### config.mk
export PLATFORM = sky130hd
export DESIGN_NAME = reset_clock_startup_sequencer
export DESIGN_NICKNAME = d
export VERILOG_FILES = /design/src/hdl/rst_seq_pkg.sv /design/src/hdl/reset_clock_startup_sequencer.sv
export SDC_FILE = /design/constraint.sdc
export NUM_CORES = 1
export LEC_CHECK = 0
export BUFFER_PORTS_ARGS = -buffer_cell sky130_fd_sc_hd__buf_2
export CORE_UTILIZATION = 54
export DETAILED_ROUTE_END_ITERATION = 10
export PLACE_DENSITY_LB_ADDON = 0.12
export SLEW_MARGIN = 20
export SYNTH_ARGS = -nofsm -noshare
export SYNTH_HDL_FRONTEND = slang
export SYNTH_SLANG_ARGS = --single-unit
### constraint.sdc
create_clock -name clk_sys -period 2.83 [get_ports clk_sys]
set_clock_uncertainty 0.2 [all_clocks]
set_input_delay 0.566 -clock clk_sys [delete_from_list [all_inputs] [get_ports clk_sys]]
set_output_delay 0.566 -clock clk_sys [all_outputs]
set_load 0.01 [all_outputs]
### src/hdl/rst_seq_pkg.sv
package rst_seq_pkg;

  // ===========================================================
  // clock and timing
  localparam int unsigned CLK_MHZ              = 100;
  localparam int unsigned POWER_UP_TIMER_MS    = 64;
  localparam int unsigned POWER_ON_DELAY_US    = 50;
  localparam int unsigned FAST_RC_STARTUP_US   = 15;
  localparam int unsigned LOW_POWER_RC_STARTUP_US = 100;
  localparam int unsigned PLL_LOCK_US          = 128;
  localparam int unsigned CLOCK_FAIL_MON_US    = 10;
  localparam int unsigned POWER_UP_TIMER_CYC   = POWER_UP_TIMER_MS * 1000 * CLK_MHZ;
  localparam int unsigned POWER_ON_DELAY_CYC   = POWER_ON_DELAY_US * CLK_MHZ;
  localparam int unsigned FAST_RC_STARTUP_CYC  = FAST_RC_STARTUP_US * CLK_MHZ;
  localparam int unsigned LOW_POWER_RC_CYC     = LOW_POWER_RC_STARTUP_US * CLK_MHZ;
  localparam int unsigned PLL_LOCK_CYC         = PLL_LOCK_US * CLK_MHZ;
  localparam int unsigned CLOCK_FAIL_MON_CYC   = CLOCK_FAIL_MON_US * CLK_MHZ;
  localparam logic [9:0]  OSC_STARTUP_LAST     = 10'h3FF;

  // ===========================================================
  // oscillator source codes
  typedef enum logic [2:0] {
    OSC_FAST_RC      = 3'h0,
    OSC_FAST_RC_PLL  = 3'h1,
    OSC_EXT_CLOCK    = 3'h2,
    OSC_EXT_CLK_PLL  = 3'h3,
    OSC_CRYSTAL      = 3'h4,
    OSC_CRYSTAL_PLL  = 3'h5,
    OSC_SECONDARY    = 3'h6,
    OSC_LOW_POWER_RC = 3'h7
  } osc_t;

  // ===========================================================
  // register map
  localparam logic [7:0] CONFIG_OFFSET  = 8'h00;
  localparam logic [7:0] OSC_CTRL_OFFSET = 8'h04;
  localparam logic [7:0] STATUS_OFFSET  = 8'h08;

  // config fields
  localparam int unsigned CFG_SWITCH_EN_BIT = 0;
  localparam int unsigned CFG_POWER_UP_TIMER_EN_BIT   = 1;
  localparam int unsigned CFG_TWO_SPEED_BIT = 2;
  localparam int unsigned CFG_INIT_OSC_LSB  = 4;
  localparam logic [31:0] CONFIG_RESET      = 32'h0000_0042;
  localparam logic [31:0] CONFIG_MASK       = 32'h0000_0077;

  // oscillator control fields
  localparam int unsigned CUR_OSC_LSB       = 12;
  localparam logic [31:0] OSC_CTRL_RESET    = 32'h0000_4000;

  // status fields
  localparam int unsigned ST_SYS_RST_BIT    = 0;
  localparam int unsigned ST_RUN_BIT        = 1;
  localparam int unsigned ST_FAIL_MON_BIT   = 2;
  localparam int unsigned ST_CLK_OPEN_BIT   = 3;
  localparam int unsigned ST_CAUSE_LSB      = 4;
  localparam int unsigned ST_ACTIVE_OSC_LSB = 12;

  // reset cause codes (one-hot)
  localparam logic [4:0] CAUSE_POWER_ON  = 5'h01;
  localparam logic [4:0] CAUSE_BROWN_OUT = 5'h02;
  localparam logic [4:0] CAUSE_EXT_PIN   = 5'h04;
  localparam logic [4:0] CAUSE_WATCHDOG  = 5'h08;
  localparam logic [4:0] CAUSE_SOFTWARE  = 5'h10;

endpackage

### src/hdl/reset_clock_startup_sequencer.sv
`timescale 1ns/1ns
`default_nettype none

module reset_clock_startup_sequencer
  import rst_seq_pkg::*;
#(
  parameter int unsigned POWER_UP_CYC  = POWER_UP_TIMER_CYC,
  parameter int unsigned POWER_ON_CYC  = POWER_ON_DELAY_CYC,
  parameter int unsigned FAST_RC_CYC   = FAST_RC_STARTUP_CYC,
  parameter int unsigned LOW_RC_CYC    = LOW_POWER_RC_CYC,
  parameter int unsigned LOCK_CYC      = PLL_LOCK_CYC,
  parameter int unsigned FAIL_MON_CYC  = CLOCK_FAIL_MON_CYC
) (
  // clock and reset
  input  wire logic        clk_sys,
  input  wire logic        reset_n,
  // wishbone slave
  input  wire logic        wb_cyc_i,
  input  wire logic        wb_stb_i,
  input  wire logic        wb_we_i,
  input  wire logic [7:0]  wb_adr_i,
  input  wire logic [3:0]  wb_sel_i,
  input  wire logic [31:0] wb_dat_i,
  output logic      [31:0] wb_dat_o,
  output logic             wb_ack_o,
  // reset sources, one-cycle pulses
  input  wire logic        powerOnReset,
  input  wire logic        brownOutReset,
  input  wire logic        externalResetPin,
  input  wire logic        watchdogTimeoutReset,
  input  wire logic        softwareReset,
  // selected oscillator period tick
  input  wire logic        oscPeriodTick,
  // system side
  output logic             internalSystemReset,
  output logic             codeRunEnable,
  output logic             clockFailMonitorEn,
  output logic             sysClockOpen,
  output logic      [2:0]  activeOscSel
);

  // ===========================================================
  // state
  typedef enum logic [2:0] {
    ST_BOOT  = 3'b001,
    ST_DELAY = 3'b010,
    ST_RUN   = 3'b100
  } seq_t;

  typedef struct packed {
    seq_t        state;
    logic [31:0] rstCnt;
    logic [31:0] startCnt;
    logic [9:0]  ostCnt;
    logic        useOst;
    logic        startDone;
    logic [31:0] lockCnt;
    logic [31:0] monCnt;
    logic        internal_system_reset;
    logic        run;
    logic        monEn;
    logic        clkOpen;
    logic [2:0]  oscSel;
    logic [4:0]  cause;
    logic [31:0] cfgWord;
    logic [31:0] oscCtrl;
    logic        ack;
    logic [31:0] rdata;
  } state_t;

  state_t st_r;
  state_t st_nxt;

  // ===========================================================
  // helpers
  logic        anyEvent;
  logic [4:0]  evCause;
  logic        isColdType;
  logic [2:0]  srcOsc;
  logic [31:0] pwrtCyc;
  logic [31:0] rdMux;
  logic        busReq;

  // event priority: power-on, brown-out, then the rest
  always_comb begin
    evCause = 5'h00;
    if (st_r.state == ST_BOOT || powerOnReset) begin
      evCause = CAUSE_POWER_ON;
    end else if (brownOutReset) begin
      evCause = CAUSE_BROWN_OUT;
    end else if (externalResetPin) begin
      evCause = CAUSE_EXT_PIN;
    end else if (watchdogTimeoutReset) begin
      evCause = CAUSE_WATCHDOG;
    end else if (softwareReset) begin
      evCause = CAUSE_SOFTWARE;
    end
  end

  assign anyEvent   = evCause != 5'h00;
  assign isColdType = evCause == CAUSE_POWER_ON || evCause == CAUSE_BROWN_OUT;
  assign busReq     = wb_cyc_i && wb_stb_i && !st_r.ack;

  // power-up timer length from the enable bit
  assign pwrtCyc = st_r.cfgWord[CFG_POWER_UP_TIMER_EN_BIT] ? 32'(POWER_UP_CYC) : 32'h0000_0000;

  // clock source chosen at this reset
  always_comb begin
    srcOsc = st_r.cfgWord[CFG_INIT_OSC_LSB +: 3];
    if (st_r.cfgWord[CFG_SWITCH_EN_BIT] && !isColdType) begin
      srcOsc = st_r.oscCtrl[CUR_OSC_LSB +: 3];
    end
    if (st_r.cfgWord[CFG_TWO_SPEED_BIT] && isColdType) begin
      srcOsc = OSC_FAST_RC;
    end
  end

  // register read mux
  always_comb begin
    rdMux = 32'h0000_0000;
    unique case (wb_adr_i)
      CONFIG_OFFSET: begin
        rdMux = st_r.cfgWord;
      end
      OSC_CTRL_OFFSET: begin
        rdMux = st_r.oscCtrl;
      end
      STATUS_OFFSET: begin
        rdMux[ST_SYS_RST_BIT]              = st_r.internal_system_reset;
        rdMux[ST_RUN_BIT]                  = st_r.run;
        rdMux[ST_FAIL_MON_BIT]             = st_r.monEn;
        rdMux[ST_CLK_OPEN_BIT]             = st_r.clkOpen;
        rdMux[ST_CAUSE_LSB +: 5]           = st_r.cause;
        rdMux[ST_ACTIVE_OSC_LSB +: 3]      = st_r.oscSel;
      end
      default: begin
        rdMux = 32'h0000_0000;
      end
    endcase
  end

  // ===========================================================
  // next state
  always_comb begin
    st_nxt = st_r;

    // bus slave: ack one cycle after request, drop next cycle
    st_nxt.ack = busReq;
    if (busReq) begin
      st_nxt.rdata = rdMux;
      if (wb_we_i && wb_adr_i == CONFIG_OFFSET) begin
        for (int b = 0; b < 4; b++) begin
          if (wb_sel_i[b]) begin
            st_nxt.cfgWord[b*8 +: 8] = wb_dat_i[b*8 +: 8] & CONFIG_MASK[b*8 +: 8];
          end
        end
      end
      if (wb_we_i && wb_adr_i == OSC_CTRL_OFFSET && wb_sel_i[1]) begin
        st_nxt.oscCtrl[CUR_OSC_LSB +: 3] = wb_dat_i[CUR_OSC_LSB +: 3];
      end
    end

    unique case (st_r.state)
      ST_BOOT: begin
        st_nxt.state = ST_DELAY;
      end
      ST_DELAY: begin
        // reset delay counts alongside clock delay
        if (st_r.rstCnt != 32'h0000_0000) begin
          st_nxt.rstCnt = st_r.rstCnt - 32'h0000_0001;
        end else begin
          st_nxt.internal_system_reset = 1'b0;
        end
        // first stage: RC start-up or oscillator start-up count
        if (!st_r.startDone) begin
          if (st_r.useOst) begin
            if (oscPeriodTick) begin
              st_nxt.ostCnt = st_r.ostCnt + 10'h001;
              if (st_r.ostCnt == OSC_STARTUP_LAST) begin
                st_nxt.startDone = 1'b1;
              end
            end
          end else if (st_r.startCnt != 32'h0000_0000) begin
            st_nxt.startCnt = st_r.startCnt - 32'h0000_0001;
          end else begin
            st_nxt.startDone = 1'b1;
          end
        end else if (st_r.lockCnt != 32'h0000_0000) begin
          st_nxt.lockCnt = st_r.lockCnt - 32'h0000_0001;
        end else begin
          st_nxt.clkOpen = 1'b1;
        end
        // reset released: start monitor delay, wait for clock
        if (!st_r.internal_system_reset) begin
          if (st_r.monCnt != 32'h0000_0000) begin
            st_nxt.monCnt = st_r.monCnt - 32'h0000_0001;
          end else begin
            st_nxt.monEn = 1'b1;
          end
          if (st_r.clkOpen) begin
            st_nxt.state = ST_RUN;
            st_nxt.run   = 1'b1;
          end
        end
      end
      ST_RUN: begin
        if (st_r.monCnt != 32'h0000_0000) begin
          st_nxt.monCnt = st_r.monCnt - 32'h0000_0001;
        end else begin
          st_nxt.monEn = 1'b1;
        end
      end
    endcase

    // any reset event restarts all counters and the system-side outputs and gates the clock
    if (anyEvent) begin
      st_nxt.state     = ST_DELAY;
      st_nxt.internal_system_reset    = 1'b1;
      st_nxt.run       = 1'b0;
      st_nxt.monEn     = 1'b0;
      st_nxt.clkOpen   = 1'b0;
      st_nxt.cause     = evCause;
      st_nxt.oscSel    = srcOsc;
      st_nxt.oscCtrl[CUR_OSC_LSB +: 3] = srcOsc;
      st_nxt.monCnt    = 32'(FAIL_MON_CYC);
      st_nxt.ostCnt    = 10'h000;
      st_nxt.startDone = 1'b0;
      st_nxt.useOst    = 1'b0;
      st_nxt.startCnt  = 32'h0000_0000;
      st_nxt.lockCnt   = 32'h0000_0000;
      // reset delay by reset type
      unique case (evCause)
        CAUSE_POWER_ON: begin
          st_nxt.rstCnt = 32'(POWER_ON_CYC) + pwrtCyc;
        end
        CAUSE_BROWN_OUT: begin
          st_nxt.rstCnt = pwrtCyc;
        end
        default: begin
          st_nxt.rstCnt = 32'h0000_0000;
        end
      endcase
      // clock delay by source
      unique case (osc_t'(srcOsc))
        OSC_FAST_RC, OSC_FAST_RC_PLL: begin
          st_nxt.startCnt = 32'(FAST_RC_CYC);
        end
        OSC_LOW_POWER_RC: begin
          st_nxt.startCnt = 32'(LOW_RC_CYC);
        end
        OSC_CRYSTAL, OSC_CRYSTAL_PLL, OSC_SECONDARY: begin
          st_nxt.useOst = 1'b1;
        end
        OSC_EXT_CLOCK, OSC_EXT_CLK_PLL: begin
          st_nxt.startCnt = 32'h0000_0000;
        end
      endcase
      if (srcOsc == OSC_FAST_RC_PLL || srcOsc == OSC_EXT_CLK_PLL ||
          srcOsc == OSC_CRYSTAL_PLL) begin
        st_nxt.lockCnt = 32'(LOCK_CYC);
      end
    end
  end

  // ===========================================================
  // state register
  always_ff @(posedge clk_sys or negedge reset_n) begin
    if (!reset_n) begin
      st_r.state     <= ST_BOOT;
      st_r.rstCnt    <= 32'h0000_0000;
      st_r.startCnt  <= 32'h0000_0000;
      st_r.ostCnt    <= 10'h000;
      st_r.useOst    <= 1'b0;
      st_r.startDone <= 1'b0;
      st_r.lockCnt   <= 32'h0000_0000;
      st_r.monCnt    <= 32'h0000_0000;
      st_r.internal_system_reset    <= 1'b1;
      st_r.run       <= 1'b0;
      st_r.monEn     <= 1'b0;
      st_r.clkOpen   <= 1'b0;
      st_r.oscSel    <= 3'h0;
      st_r.cause     <= 5'h00;
      st_r.cfgWord   <= CONFIG_RESET;
      st_r.oscCtrl   <= OSC_CTRL_RESET;
      st_r.ack       <= 1'b0;
      st_r.rdata     <= 32'h0000_0000;
    end else begin
      st_r <= st_nxt;
    end
  end

  // outputs straight from the state register
  assign wb_ack_o            = st_r.ack;
  assign wb_dat_o            = st_r.rdata;
  assign internalSystemReset = st_r.internal_system_reset;
  assign codeRunEnable       = st_r.run;
  assign clockFailMonitorEn  = st_r.monEn;
  assign sysClockOpen        = st_r.clkOpen;
  assign activeOscSel        = st_r.oscSel;

endmodule

`default_nettype wire

; Word level (Yosys, flattened, before mapping)
; Cells that the tools add are included.
[word_totals]
register_bits = 177
output_inout_bits = 40
[op_classes]
add_sub_neg = 6
eq_ne = 21
n_mux = 48
reduce_logical = 45
[ops]
columns = cell, count
row1 = $mux 32, 7
row2 = $mux 155, 1
row3 = $reduce_bool 32->1, 4
row4 = $sub 32x1->32 const B, 4
row5 = $mux 74, 1
row6 = $pmux 32 s2, 1
row7 = $pmux 24 s2, 1
row8 = $mux 42, 1
row9 = $mux 33, 1
row10 = $pmux 14 s2, 1
row11 = $mux 5, 5
row12 = $add 13x23->24 const A, 1
row13 = $mux 23, 1
row14 = $mux 3, 7
row15 = $mux 10, 2
row16 = $reduce_bool 2->1, 10
row17 = $pmux 9 s2, 1
row18 = $eq 3x3->1 const B, 5
row19 = $reduce_and 3->1, 5
row20 = $mux 14, 1
row21 = $mux 1, 12
row22 = $pmux 3 s2, 2
row23 = $add 10x1->10 const B, 1
row24 = $eq 10x10->1 const B, 1
row25 = other kinds (22), 44

; Longest topological paths before layout
; Gate-level depths: netlist of run 1.
[depth]
depth_word = 16
mapped_depth = 11
ltp_nobuf = 7

; Least setup slack after synthesis of run 1
; No wires, ideal clock.
[synth_timing]
kind = input-to-reg
start = in wb_adr_i[1]
end = reg st_r[65] (netlist bit)
arrival_time_ns = 2.566
slack_ns = -0.060
path_stages = 6
n_path_buf = 2
cell_sequence = or4_1 -> or4_1 -> clkbuf_1 -> or4_1 -> clkbuf_1 -> mux2_2
[synth_via]
elab_chain_len = 3
[synth_rtl]
columns = element, line
row1 = from (decl), reset_clock_startup_sequencer.sv:21  ; input wire logic [7:0] wb_adr_i,
row2 = $logic_not 8->1, n/a
row3 = $logic_and 1x1->1, reset_clock_startup_sequencer.sv:151  ; if (wb_we_i && wb_adr_i == CONFIG_OFFSET) begin
row4 = $reduce_and 3->1 (no source line), n/a
row5 = to (signal assigned), reset_clock_startup_sequencer.sv:288  ; st_r <= st_nxt;
row6 = to (decl), reset_clock_startup_sequencer.sv:71  ; state_t st_r;
; Every way passes these cells.
; A chain may end at the register's enable or synchronous reset.

; Final worst setup path of run 1
[layout_timing]
start = reg st_r[152] (netlist bit)
end = reg st_r[171] (netlist bit)
[layout_via]
elab_chain_len = 5
word_cells_on_any_way = 8
[layout_rtl]
columns = element, line
row1 = $sub 32x1->32, reset_clock_startup_sequencer.sv:189  ; st_nxt.lockCnt = st_r.lockCnt - 32'h0000_0001;
row2 = $mux 32, reset_clock_startup_sequencer.sv:188  ; end else if (st_r.lockCnt != 32'h0000_0000) begin
row3 = $mux 32, reset_clock_startup_sequencer.sv:175  ; if (!st_r.startDone) begin
row4 = $mux 33, reset_clock_startup_sequencer.sv:163  ; unique case (st_r.state)
row5 = $mux 155, reset_clock_startup_sequencer.sv:216  ; if (anyEvent) begin
; Several ways; a longest one is shown, not always the timed one. The select of a mux whose other input is x is not followed.

==> summary.md, run 1 <==
| Metric | Value |
|---|---|
| Status | `complete, but fails checks` |
| Violated checks | `negative setup slack` |
| Power Total | `5.34 mW` |
| Post-route setup slack | `-0.0182 ns` |
| Initial DRC Count | `539` |
| Synthesized area per cell | `9.09 µm²` |
| Synth Warn # | `0` |
| Top Ports | `95` |
| Psw | `approximately 1.3 mW` |
| H-tree levels | `4` |
| Synth top area share | `41.9%` |
| Vias in the first global route | `8512` |
| Clock transition at path regs | `~0.070 ns` |
| DR WL/cell | `~17 µm` |
| Combinational Power Share | `7.0%` |
| Number of synthesized flops with an enable pin | `0` |
| DRT antenna net count | `0` |
| Clk sink count | `roughly 180` |
| CTS Root Cell | `clkbuf_16` |
| Dominant synthesized flop cell | `dfrtp_1` |
| Clk pwr share | `44.6%` |
| P_int | `4.09 mW` |
| Leak | `between 4 and 5 nW` |
| Pre-antenna DRT Iters | `5` |
| Ranking of synthesized cells by area | `dfrtp_1 (42%), or4_1 (5.4%), a21oi_1 (4.0%)` |
| Crit-path cells | `or4_4, or4_4, or4_4, or4_1, a21oi_1` |
| Sequential power share | `just under 50%` |
| Asr flop ratio synth | `100%` |
| Setup_tns | `-0.0182 ns` |
| Diode count | `0` |
| DP Wirelength | `16.7 mm` |
| Least-Margin Pin Slew | `0.587 ns` |
| Number of register bits inferred by synthesis | `roughly 180` |
| Worst skew pair latency | `about 0.44 ns` |
| Max VDD drop | `0.000393 V` |
| Worst Path Buf+Inv | `0` |
| Slowest-stage cell, CP | `or4_4` |
| Final Setup Violations | `1` |
| Critical path class | `reg2reg` |
| Switching share of power | `23.5%` |
| Final hold vios | `0` |
| Crit path DAT | `roughly 3 ns` |
| TritonCTS clock tree | `done` |
| DIE HEIGHT | `140 µm` |
| Critical path depth | `5` |
| Fin. max-slew vios | `0` |
| CP Capture Type | `flip-flop` |
| Max-cap violations | `0` |
| Total Routed Length | `24.2 mm` |
| Core ar. | `18600 µm²` |
| Multi-input gate area | `5310 µm²` |
| RSZ-0062 raised after global routing | `true` |
| Post-route DRC violation count | `0` |
| PD cells | `455 nW/µm²` |
| Commonest non-fill, non-tap cell in the layout | `dfrtp_1` |
| Hold Path Origin | `watchdogTimeoutReset` |
| Final #Nets | `1261` |
| CP delay by family, top | `simple AND/OR/NAND/NOR gates` |
| Die ar. | `roughly 20000 µm²` |
| GR Util All Layers | `26.1%` |
| Final GP Congestion | `between 0.8 and 0.9` |
| Initial Util | `a little under three fifths` |
| Final critical-path share of the clock period | `101%` |
| Mapped Cells | `1130` |
| Via Count | `8926` |
| CP startpoint | `st_r[152]` |
| Placed Cells | `1415` |
| FMAX | `between 0.3 and 0.4 GHz` |
| Crit path required time | `approximately 3 ns` |
| Crit path time final | `2.85 ns` |
| Via density per instance | `6.16` |
| Initial antenna violation count | `1` |
| Worst-path maximum fanout | `4` |
| Most frequent cells in the layout | `dfrtp_1 (172), nand2_1 (84), a21oi_1 (83)` |
| Netlist Area Pre-Place | `approximately 10000 µm²` |
| CP peak stage delay | `around 0.55 ns` |
| Overflow after GRT | `0` |
| Reg2reg start | `st_r[152]` |
| First-pass GRT wire length | `41.3 mm` |
| CP startpoint kind | `flip-flop` |
| Pre-CTS setup slack | `-0.0869 ns` |
| Port bufs | `49` |
| Register area | `4440 µm²` |
| Fin cells | `1448` |
| Layout cell share with drive strength beyond 1 | `18.5%` |
| CTS Buffer Depth | `2` |
| Largest net degree at the start of global routing | `65` |
| Number of buffers created by CTS | `17` |
| Die X-Extent | `140 µm` |
| Reg2Reg Depth | `5` |
| Sequential fraction of the synthesis area | `43.2%` |
| Distinct cells, synth | `71` |
| Area delta synth->final | `14.4%` |
| Crit-path most repeated cell | `or4_4` |
| Cell accounting for the most synthesized area | `dfrtp_1` |
| # fillers | `1574` |
| Hold WC Path Type | `in2reg` |
| Slew margin rel. | `60.7%` |
| Rows | `50` |
| Hold Crit Depth | `2` |
final timing paths:
kind / slack, ns / endpoint
setup / recovery: -0.02 / st_r[171]
max in group asynchronous: 1.34 / st_r[168]
hold / removal: 0.13 / st_r[101]
setup reg to reg: -0.02 / st_r[171]
min in group asynchronous: 0.41 / st_r[245]
hold reg to reg: 0.27 / wb_dat_o[7]
metal layers:
layer	share of wire (%)	track usage, %
met3	3.4	5.09
met4	1.9	8.44
met2	48	42.9
met1	47	34.7
met5	0.054	0
what timing repair did:
item                       in CTS  in global routing
gates resized for setup         1                  5
setup endpoints to repair       2                 19
hold buffers                    1                  0
setup buffers                   0                  0
hold endpoints to repair       37                  0
flip-flops by register name, summed over array words and instances, names as in the netlist:
name	count
wb_ack_o	1
codeRunEnable	1
activeOscSel	3
wb_dat_o	12
sysClockOpen	1
st_r	157
internalSystemReset	1
clockFailMonitorEn	1
power groups by stage:
stage	logic, mW	registers [mW]	clock network, mW
2_1_floorplan	0.233	2.62	0
3_3_place_gp	0.369	2.63	0
3_5_place_dp	0.372	2.63	0
4_1_cts	0.376	2.58	2.43
5_1_grt	0.419	2.59	2.53
6_report	0.374	2.58	2.38
per-stage QoR:
stage	area, µm²	utilization, %	hold WS, ns
3_5_place_dp	11100	59.6	0.260
3_3_place_gp	11100	59.6	0.250
4_1_cts	11700	62.9	0.118
6_report	11800	63.0	0.132
5_1_grt	11800	63.0	0.119
2_1_floorplan	10300	-	0.0704
cells in the mapped netlist (5+ instances only):
cell type	n
dfrtp_1	172
nand2_1	84
a21oi_1	83
nor2_1	79
or4_1	74
clkbuf_1	54
or3_1	54
o31ai_1	50
nor3_1	43
nor4_1	39
o21ai_0	39
buf_4	37
nand3_1	36
mux2i_1	33
nand2b_1	28
inv_1	19
a211oi_1	18
or2_2	18
o41ai_1	14
nand4_1	10
xnor2_1	9
a31oi_1	7
o21a_1	7
buf_2	6
mux2_2	6
nor3b_1	6
o31a_1	6
and2_1	5
buf_1	5
dfstp_2	5
ha_1	5
nand4b_1	5
o211ai_1	5
or3b_2	5
logic make-up after synthesis:
kind of cell	count (synthesis)	synth area share, %
fa+ha+maj	5	0.609
other cells	1	0.0365
compound gates	262	16.9
simple gates	510	28.3
flops	177	43.2
buf+inv	126	6.32
mux	39	3.87
xor+xnor	10	0.853
final cells by class:
cell class                      instances  share of cell area (%)
Timing Repair Buffer                  139                    8.92
Multi-Input combinational cell        846                    45.1
Inverter                               20                   0.639
Sequential cell                       177                    37.7
Clock buffer                           24                    4.18
Tap cell                              234                    2.49
Clock inverter                          8                   0.873
worst register-to-register path: stages, from the launching register on:
cell     delay [ns]
dfrtp_1        0.41
or4_4          0.55
or4_4          0.46
or4_4          0.53
or4_1          0.47
a21oi_1        0.14
No activity file was read; power rests on OpenSTA's default activity.
==> run 2, diff against run 1 <==
--- a/config.mk
+++ b/config.mk
@@ -9,6 +9,7 @@
 export CORE_UTILIZATION = 54
 export DETAILED_ROUTE_END_ITERATION = 10
 export PLACE_DENSITY_LB_ADDON = 0.12
+export SETUP_SLACK_MARGIN = 0.2
 export SLEW_MARGIN = 20
 export SYNTH_ARGS = -nofsm -noshare
 export SYNTH_HDL_FRONTEND = slang
==> run 2 against run 1 <==
Net effect: the run now ends clean; flip-flop and latch count unchanged; non-clock buffer count increased by 41; worst hold slack worse by 0.012 ns; register-to-register slack better by 0.13 ns; critical path depth is the same; total power fell by 0.37%; design area grew 7.3%.
==> summary.md, run 2 (synthesized netlist as in run 1, its figures left out) <==
| Metric | Value |
|---|---|
| Status | `complete, no violations` |
| Crit-path most repeated cell | `or4_4` |
| DP Wirelength | `16.9 mm (+1.3%)` |
| # fillers | `1460 (-7.2%)` |
| PD cells | `422 nW/µm² (-7.2%)` |
| GR Util All Layers | `27.0% (+0.97 points)` |
| Fin. max-slew vios | `0 (unchanged)` |
| Crit path time final | `2.71 ns (-0.133 ns)` |
| RSZ-0062 raised after global routing | `true` |
| CTS Root Cell | `clkbuf_16` |
| Max VDD drop | `0.000399 V (+1.7%)` |
| Worst Path Buf+Inv | `0 (unchanged)` |
| Rows | `50 (unchanged)` |
| Hold Slack | `0.120 ns (-0.0116 ns)` |
| CTS Buffer Depth | `2 (unchanged)` |
| Largest net degree at the start of global routing | `64 (-1.5%)` |
| CP startpoint kind | `flip-flop` |
| Final #Nets | `1303 (+3.3%)` |
| Crit path DAT | `2.89 ns (-0.12 ns)` |
| Final critical-path share of the clock period | `95.9% (-4.7 points)` |
| Slowest-stage cell, CP | `or4_4` |
| Least-Margin Pin Slew | `0.571 ns (-0.0170 ns)` |
| Critical path class | `reg2reg` |
| Final hold vios | `0 (unchanged)` |
| Crit path required time | `3.01 ns (+0.02 ns)` |
| CP delay by family, top | `simple AND/OR/NAND/NOR gates` |
| Commonest non-fill, non-tap cell in the layout | `dfrtp_1` |
| Initial antenna violation count | `2 (+1)` |
| Max-cap violations | `0 (unchanged)` |
| Final Setup Violations | `0 (-1)` |
| Register area | `4440 µm² (about the same)` |
| Hold WC Path Type | `in2reg` |
| Layout cell share with drive strength beyond 1 | `27.1% (+8.6 points)` |
| Die ar. | `19600 µm² (unchanged)` |
| DRT antenna net count | `0 (unchanged)` |
| Via density per instance | `6.27 (+1.7%)` |
| Pre-antenna DRT Iters | `5 (unchanged)` |
| Crit-path cells | `or4_4, or4_4, or4_4, or4_1, a21oi_1` |
| Leak | `5.24 nW (+6.9%)` |
| Area delta synth->final | `22.8%` |
| Core ar. | `18600 µm² (unchanged)` |
| Most frequent cells in the layout | `dfrtp_1 (170), buf_4 (99), nand2_1 (84)` |
| Initial Util | `55.1% (unchanged)` |
| Max reg flops | `157 (unchanged)` |
| TritonCTS clock tree | `done` |
| Post-route DRC violation count | `0 (unchanged)` |
| Via Count | `9343 (+4.7%)` |
| Slew margin rel. | `61.8% (+1.1 points)` |
| Clk sink count | `177 (unchanged)` |
| Worst skew pair latency | `0.45 ns (about the same)` |
| Top Ports | `95 (unchanged)` |
| Worst-path maximum fanout | `5 (+1)` |
| Die X-Extent | `140 µm (unchanged)` |
| Multi-input gate area | `5710 µm² (+7.6%)` |
| Placed Cells | `1409 (-0.42%)` |
| Number of buffers created by CTS | `17 (unchanged)` |
| Vias in the first global route | `8582 (+0.82%)` |
| Initial DRC Count | `655 (+22%)` |
| Port bufs | `49 (unchanged)` |
| Total Routed Length | `27.1 mm (+12%)` |
| Overflow after GRT | `0 (unchanged)` |
| Clock transition at path regs | `0.07 ns (about the same)` |
| Reg with most FFs | `st_r` |
| DIE HEIGHT | `140 µm (unchanged)` |
| Final GP Congestion | `0.845 (-0.27%)` |
| Fin cells | `1491 (+3.0%)` |
| FMAX | `0.368 GHz (+4.9%)` |
| CP Capture Type | `flip-flop` |
| First-pass GRT wire length | `42.8 mm (+3.7%)` |
| Core Util, Final | `67.7% (+4.6 points)` |
| H-tree levels | `4 (unchanged)` |
| CP peak stage delay | `0.56 ns (about the same)` |
| DR WL/cell | `18.1 µm (+8.8%)` |
[run 2: final cells by class]
| cell class | count | area share (%) |
|---|---|---|
| multi-input cells | 847 | 45.2 |
| flip-flops and latches | 177 | 35.2 |
| repair buffers | 180 | 12.2 |
| clock buffers | 20 | 3.54 |
| well taps | 234 | 2.32 |
| clock inverters | 12 | 0.863 |
| inverters | 20 | 0.595 |
| diodes | 1 | 0.0198 |
[run 2: metrics by stage]
| step | setup TNS, ns | instance area (µm²) | worst slack [ns] | power [mW] |
|---|---|---|---|---|
| 2_1_floorplan | -0.0734 | 10400 | -0.0183 | 2.86 |
| 5_1_grt | 0 | 12600 | 0.0680 | 5.49 |
| 6_report | 0 | 12600 | 0.115 | 5.32 |
| 3_5_place_dp | -0.538 | 11100 | -0.106 | 3.01 |
| 3_3_place_gp | -0.410 | 11100 | -0.0830 | 3.00 |
| 4_1_cts | 0 | 11900 | 0.109 | 5.30 |
[run 2: repair_timing]
action                     CTS  global route
pin swaps                    6            30
buffers inserted             9            31
cloned                       1             7
hold endpoints to repair    59             0
hold buffers                 1             0
resized for setup           20            84
setup endpoints to repair   62           110
[run 2: per-layer routing]
metal	up-vias	GRT usage (%)	share of wire (%)
met3	32	4.07	3.8
met5	-	0	0.041
met4	2	8.91	1.4
met2	192	43.9	49
met1	4646	37.2	46
li1	4471	-	-
[run 2: worst reg2reg max path, stage by stage, from the launching register on]
cell	delay [ns]
dfrtp_1	0.39
or4_4	0.56
or4_4	0.49
or4_4	0.48
or4_1	0.41
a21oi_1	0.13
[run 2: power breakdown]
part / internal (mW) / switching (mW) / leakage (nW)
registers: 2.56 / 0.0286 / 2.36
clock network: 1.24 / 1.06 / 0.271
logic: 0.176 / 0.264 / 2.61
[run 2: path summary, 6_finish.rpt]
kind,end,slack [ns],cells past startpoint,startpoint
setup / recovery,st_r[171],0.12,5,st_r[152]
hold / removal,st_r[101],0.12,2,watchdogTimeoutReset
setup reg to reg,st_r[171],0.12,5,st_r[152]
hold reg to reg,wb_dat_o[0],0.27,2,wb_dat_o[0]
max in group asynchronous,st_r[66],1.16,3,reset_n
min in group asynchronous,st_r[234],0.48,2,reset_n
==> run 3, diff against run 2 <==
--- a/config.mk
+++ b/config.mk
@@ -9,6 +9,7 @@
 export CORE_UTILIZATION = 54
 export DETAILED_ROUTE_END_ITERATION = 10
 export PLACE_DENSITY_LB_ADDON = 0.12
+export RECOVER_POWER = 25
 export SETUP_SLACK_MARGIN = 0.2
 export SLEW_MARGIN = 20
 export SYNTH_ARGS = -nofsm -noshare
==> run 3 against run 2 <==
Net effect: total power is 0.12% lower; worst setup slack worse by 0.0021 ns; sequential power hardly changed; highest routed layer unchanged; largest power group unchanged; non-clock buffer count stayed put; combinational power is 1% lower; critical path type unchanged; worst hold slack worse by 0.0037 ns; die area stayed put; core utilization is 0.18 points lower.
==> summary.md, run 3 (synthesized netlist as in run 1, its figures left out) <==
| Metric | Value |
|---|---|
| Status | `complete, no violations` |
| Vias in the first global route | `8582 (unchanged)` |
| Final Setup Violations | `0 (unchanged)` |
| Hold WC Path Type | `in2reg` |
| Via density per instance | `6.25 (-0.33%)` |
| Die ar. | `19600 µm² (unchanged)` |
| RSZ-0062 raised after global routing | `true` |
| First-pass GRT wire length | `42.8 mm (unchanged)` |
| Leak | `5.22 nW (-0.28%)` |
| Crit path time final | `2.72 ns (+0.00208 ns)` |
| DP Area | `11100 µm² (unchanged)` |
| Initial DRC Count | `597 (-8.9%)` |
| Critical path class | `reg2reg` |
| PD cells | `423 nW/µm² (+0.15%)` |
| Top Ports | `95 (unchanged)` |
| H-tree levels | `4 (unchanged)` |
| Commonest non-fill, non-tap cell in the layout | `dfrtp_1` |
| Max VDD drop | `0.000402 V (+0.75%)` |
| DRT antenna net count | `0 (unchanged)` |
| Clock transition at path regs | `0.07 ns (about the same)` |
| Clk sink count | `177 (unchanged)` |
| Layout cell share with drive strength beyond 1 | `27.0% (-0.080 points)` |
| Initial antenna violation count | `2 (unchanged)` |
| Core ar. | `18600 µm² (unchanged)` |
| Post-route DRC violation count | `0 (unchanged)` |
| Worst-path maximum fanout | `5 (unchanged)` |
| CP Capture Type | `flip-flop` |
| Area delta synth->final | `22.5%` |
| Max reg flops | `157 (unchanged)` |
| Largest net degree at the start of global routing | `64 (unchanged)` |
| DR WL/cell | `18.1 µm (about the same)` |
| Setup_tns | `0 ns (unchanged)` |
| Via Count | `9312 (-0.33%)` |
| Initial Util | `55.1% (unchanged)` |
| Multi-input gate area | `5710 µm² (unchanged)` |
| CP startpoint kind | `flip-flop` |
| Crit path required time | `3.01 ns (about the same)` |
| Post-route setup slack | `0.113 ns (-0.00208 ns)` |
| Slew margin rel. | `42.2% (-20 points)` |
| Rows | `50 (unchanged)` |
| Final hold vios | `0 (unchanged)` |
| Max-cap violations | `0 (unchanged)` |
| DIE HEIGHT | `140 µm (unchanged)` |
| CTS Buffer Depth | `2 (unchanged)` |
| Register area | `4440 µm² (unchanged)` |
| # fillers | `1463 (+0.21%)` |
| GR Util All Layers | `27.0% (unchanged)` |
| Least-Margin Pin Slew | `0.868 ns (+0.297 ns)` |
| Pre-CTS setup slack | `-0.106 ns (unchanged)` |
| Overflow after GRT | `0 (unchanged)` |
| Fin. max-slew vios | `0 (unchanged)` |
| Layout Cell Area excl Fill | `12600 µm² (-0.27%)` |
| Reg with most FFs | `st_r` |
| Total Routed Length | `27.0 mm (about the same)` |
| TritonCTS clock tree | `done` |
| Die X-Extent | `140 µm (unchanged)` |
| Pre-antenna DRT Iters | `5 (unchanged)` |
| Most frequent cells in the layout | `dfrtp_1 (170), buf_4 (98), nand2_1 (84)` |
| Final GP Congestion | `0.845 (unchanged)` |
| Worst skew pair latency | `0.45 ns (about the same)` |
| Number of buffers created by CTS | `17 (unchanged)` |
| Final #Nets | `1303 (unchanged)` |
| FMAX | `0.368 GHz (about the same)` |
| Port bufs | `49 (unchanged)` |
| Final critical-path share of the clock period | `96.0% (about the same)` |
| Crit path DAT | `2.89 ns (about the same)` |
| DP Wirelength | `16.9 mm (unchanged)` |
| CTS Root Cell | `clkbuf_16` |
## run 3: through the flow
stage	power, mW	hold slack (ns)	std cells	util, %
after floorplan	2.86	0.0704	1149	-
after global routing	5.49	0.137	1490	67.5
after detailed placement	3.01	0.256	1409	59.6
final	5.32	0.116	1491	67.5
after CTS	5.30	0.113	1452	63.7
after global placement	3.00	0.249	1409	59.6
## run 3: path summary, 6_finish.rpt
check                                   end  depth (start not counted)  slack [ns]            startpoint
min in group asynchronous         st_r[234]                          2        0.47               reset_n
worst max-delay path              st_r[171]                          5        0.11             st_r[152]
worst max register to register    st_r[171]                          5        0.11             st_r[152]
worst min register to register  wb_dat_o[0]                          2        0.27           wb_dat_o[0]
worst min-delay path              st_r[101]                          2        0.12  watchdogTimeoutReset
max in group asynchronous         st_r[250]                          3        0.67               reset_n
## run 3: cell type report
class | instances | area share [%]
timing repair buffer | 180 | 12.0
clock buffer | 20 | 3.55
sequential | 177 | 35.3
multi-input combinational | 847 | 45.4
tap | 234 | 2.33
antenna | 1 | 0.0199
clock inverter | 12 | 0.865
inverter | 20 | 0.597
## run 3: per-layer routing
| layer | global-route usage [%] | wire length (µm) | share of wire [%] |
|---|---|---|---|
| met5 | 0 | 11 | 0.041 |
| met4 | 8.91 | 370 | 1.4 |
| met3 | 4.07 | 963 | 3.6 |
| met2 | 43.9 | 13200 | 49 |
| met1 | 37.2 | 12500 | 46 |
## run 3: what timing repair did
action,in CTS,in global routing
setup endpoints to repair,62,110
endpoints found under the hold margin,59,0
buffers inserted,9,31
resized for setup,20,84
cloned,1,7
hold buffers,1,0
pin swaps,6,30
## run 3: worst max-delay path, stage by stage, from the launching register on
cell and delay (ns):
dfrtp_1 0.39, or4_4 0.56, or4_4 0.49, or4_4 0.48, or4_1 0.41, a21oi_1 0.13
## run 3: power breakdown
group	leakage, nW	switching [mW]	total [mW]	internal (mW)
combinational	2.59	0.263	0.435	0.171
clock	0.271	1.06	2.30	1.24
sequential	2.36	0.0288	2.58	2.56
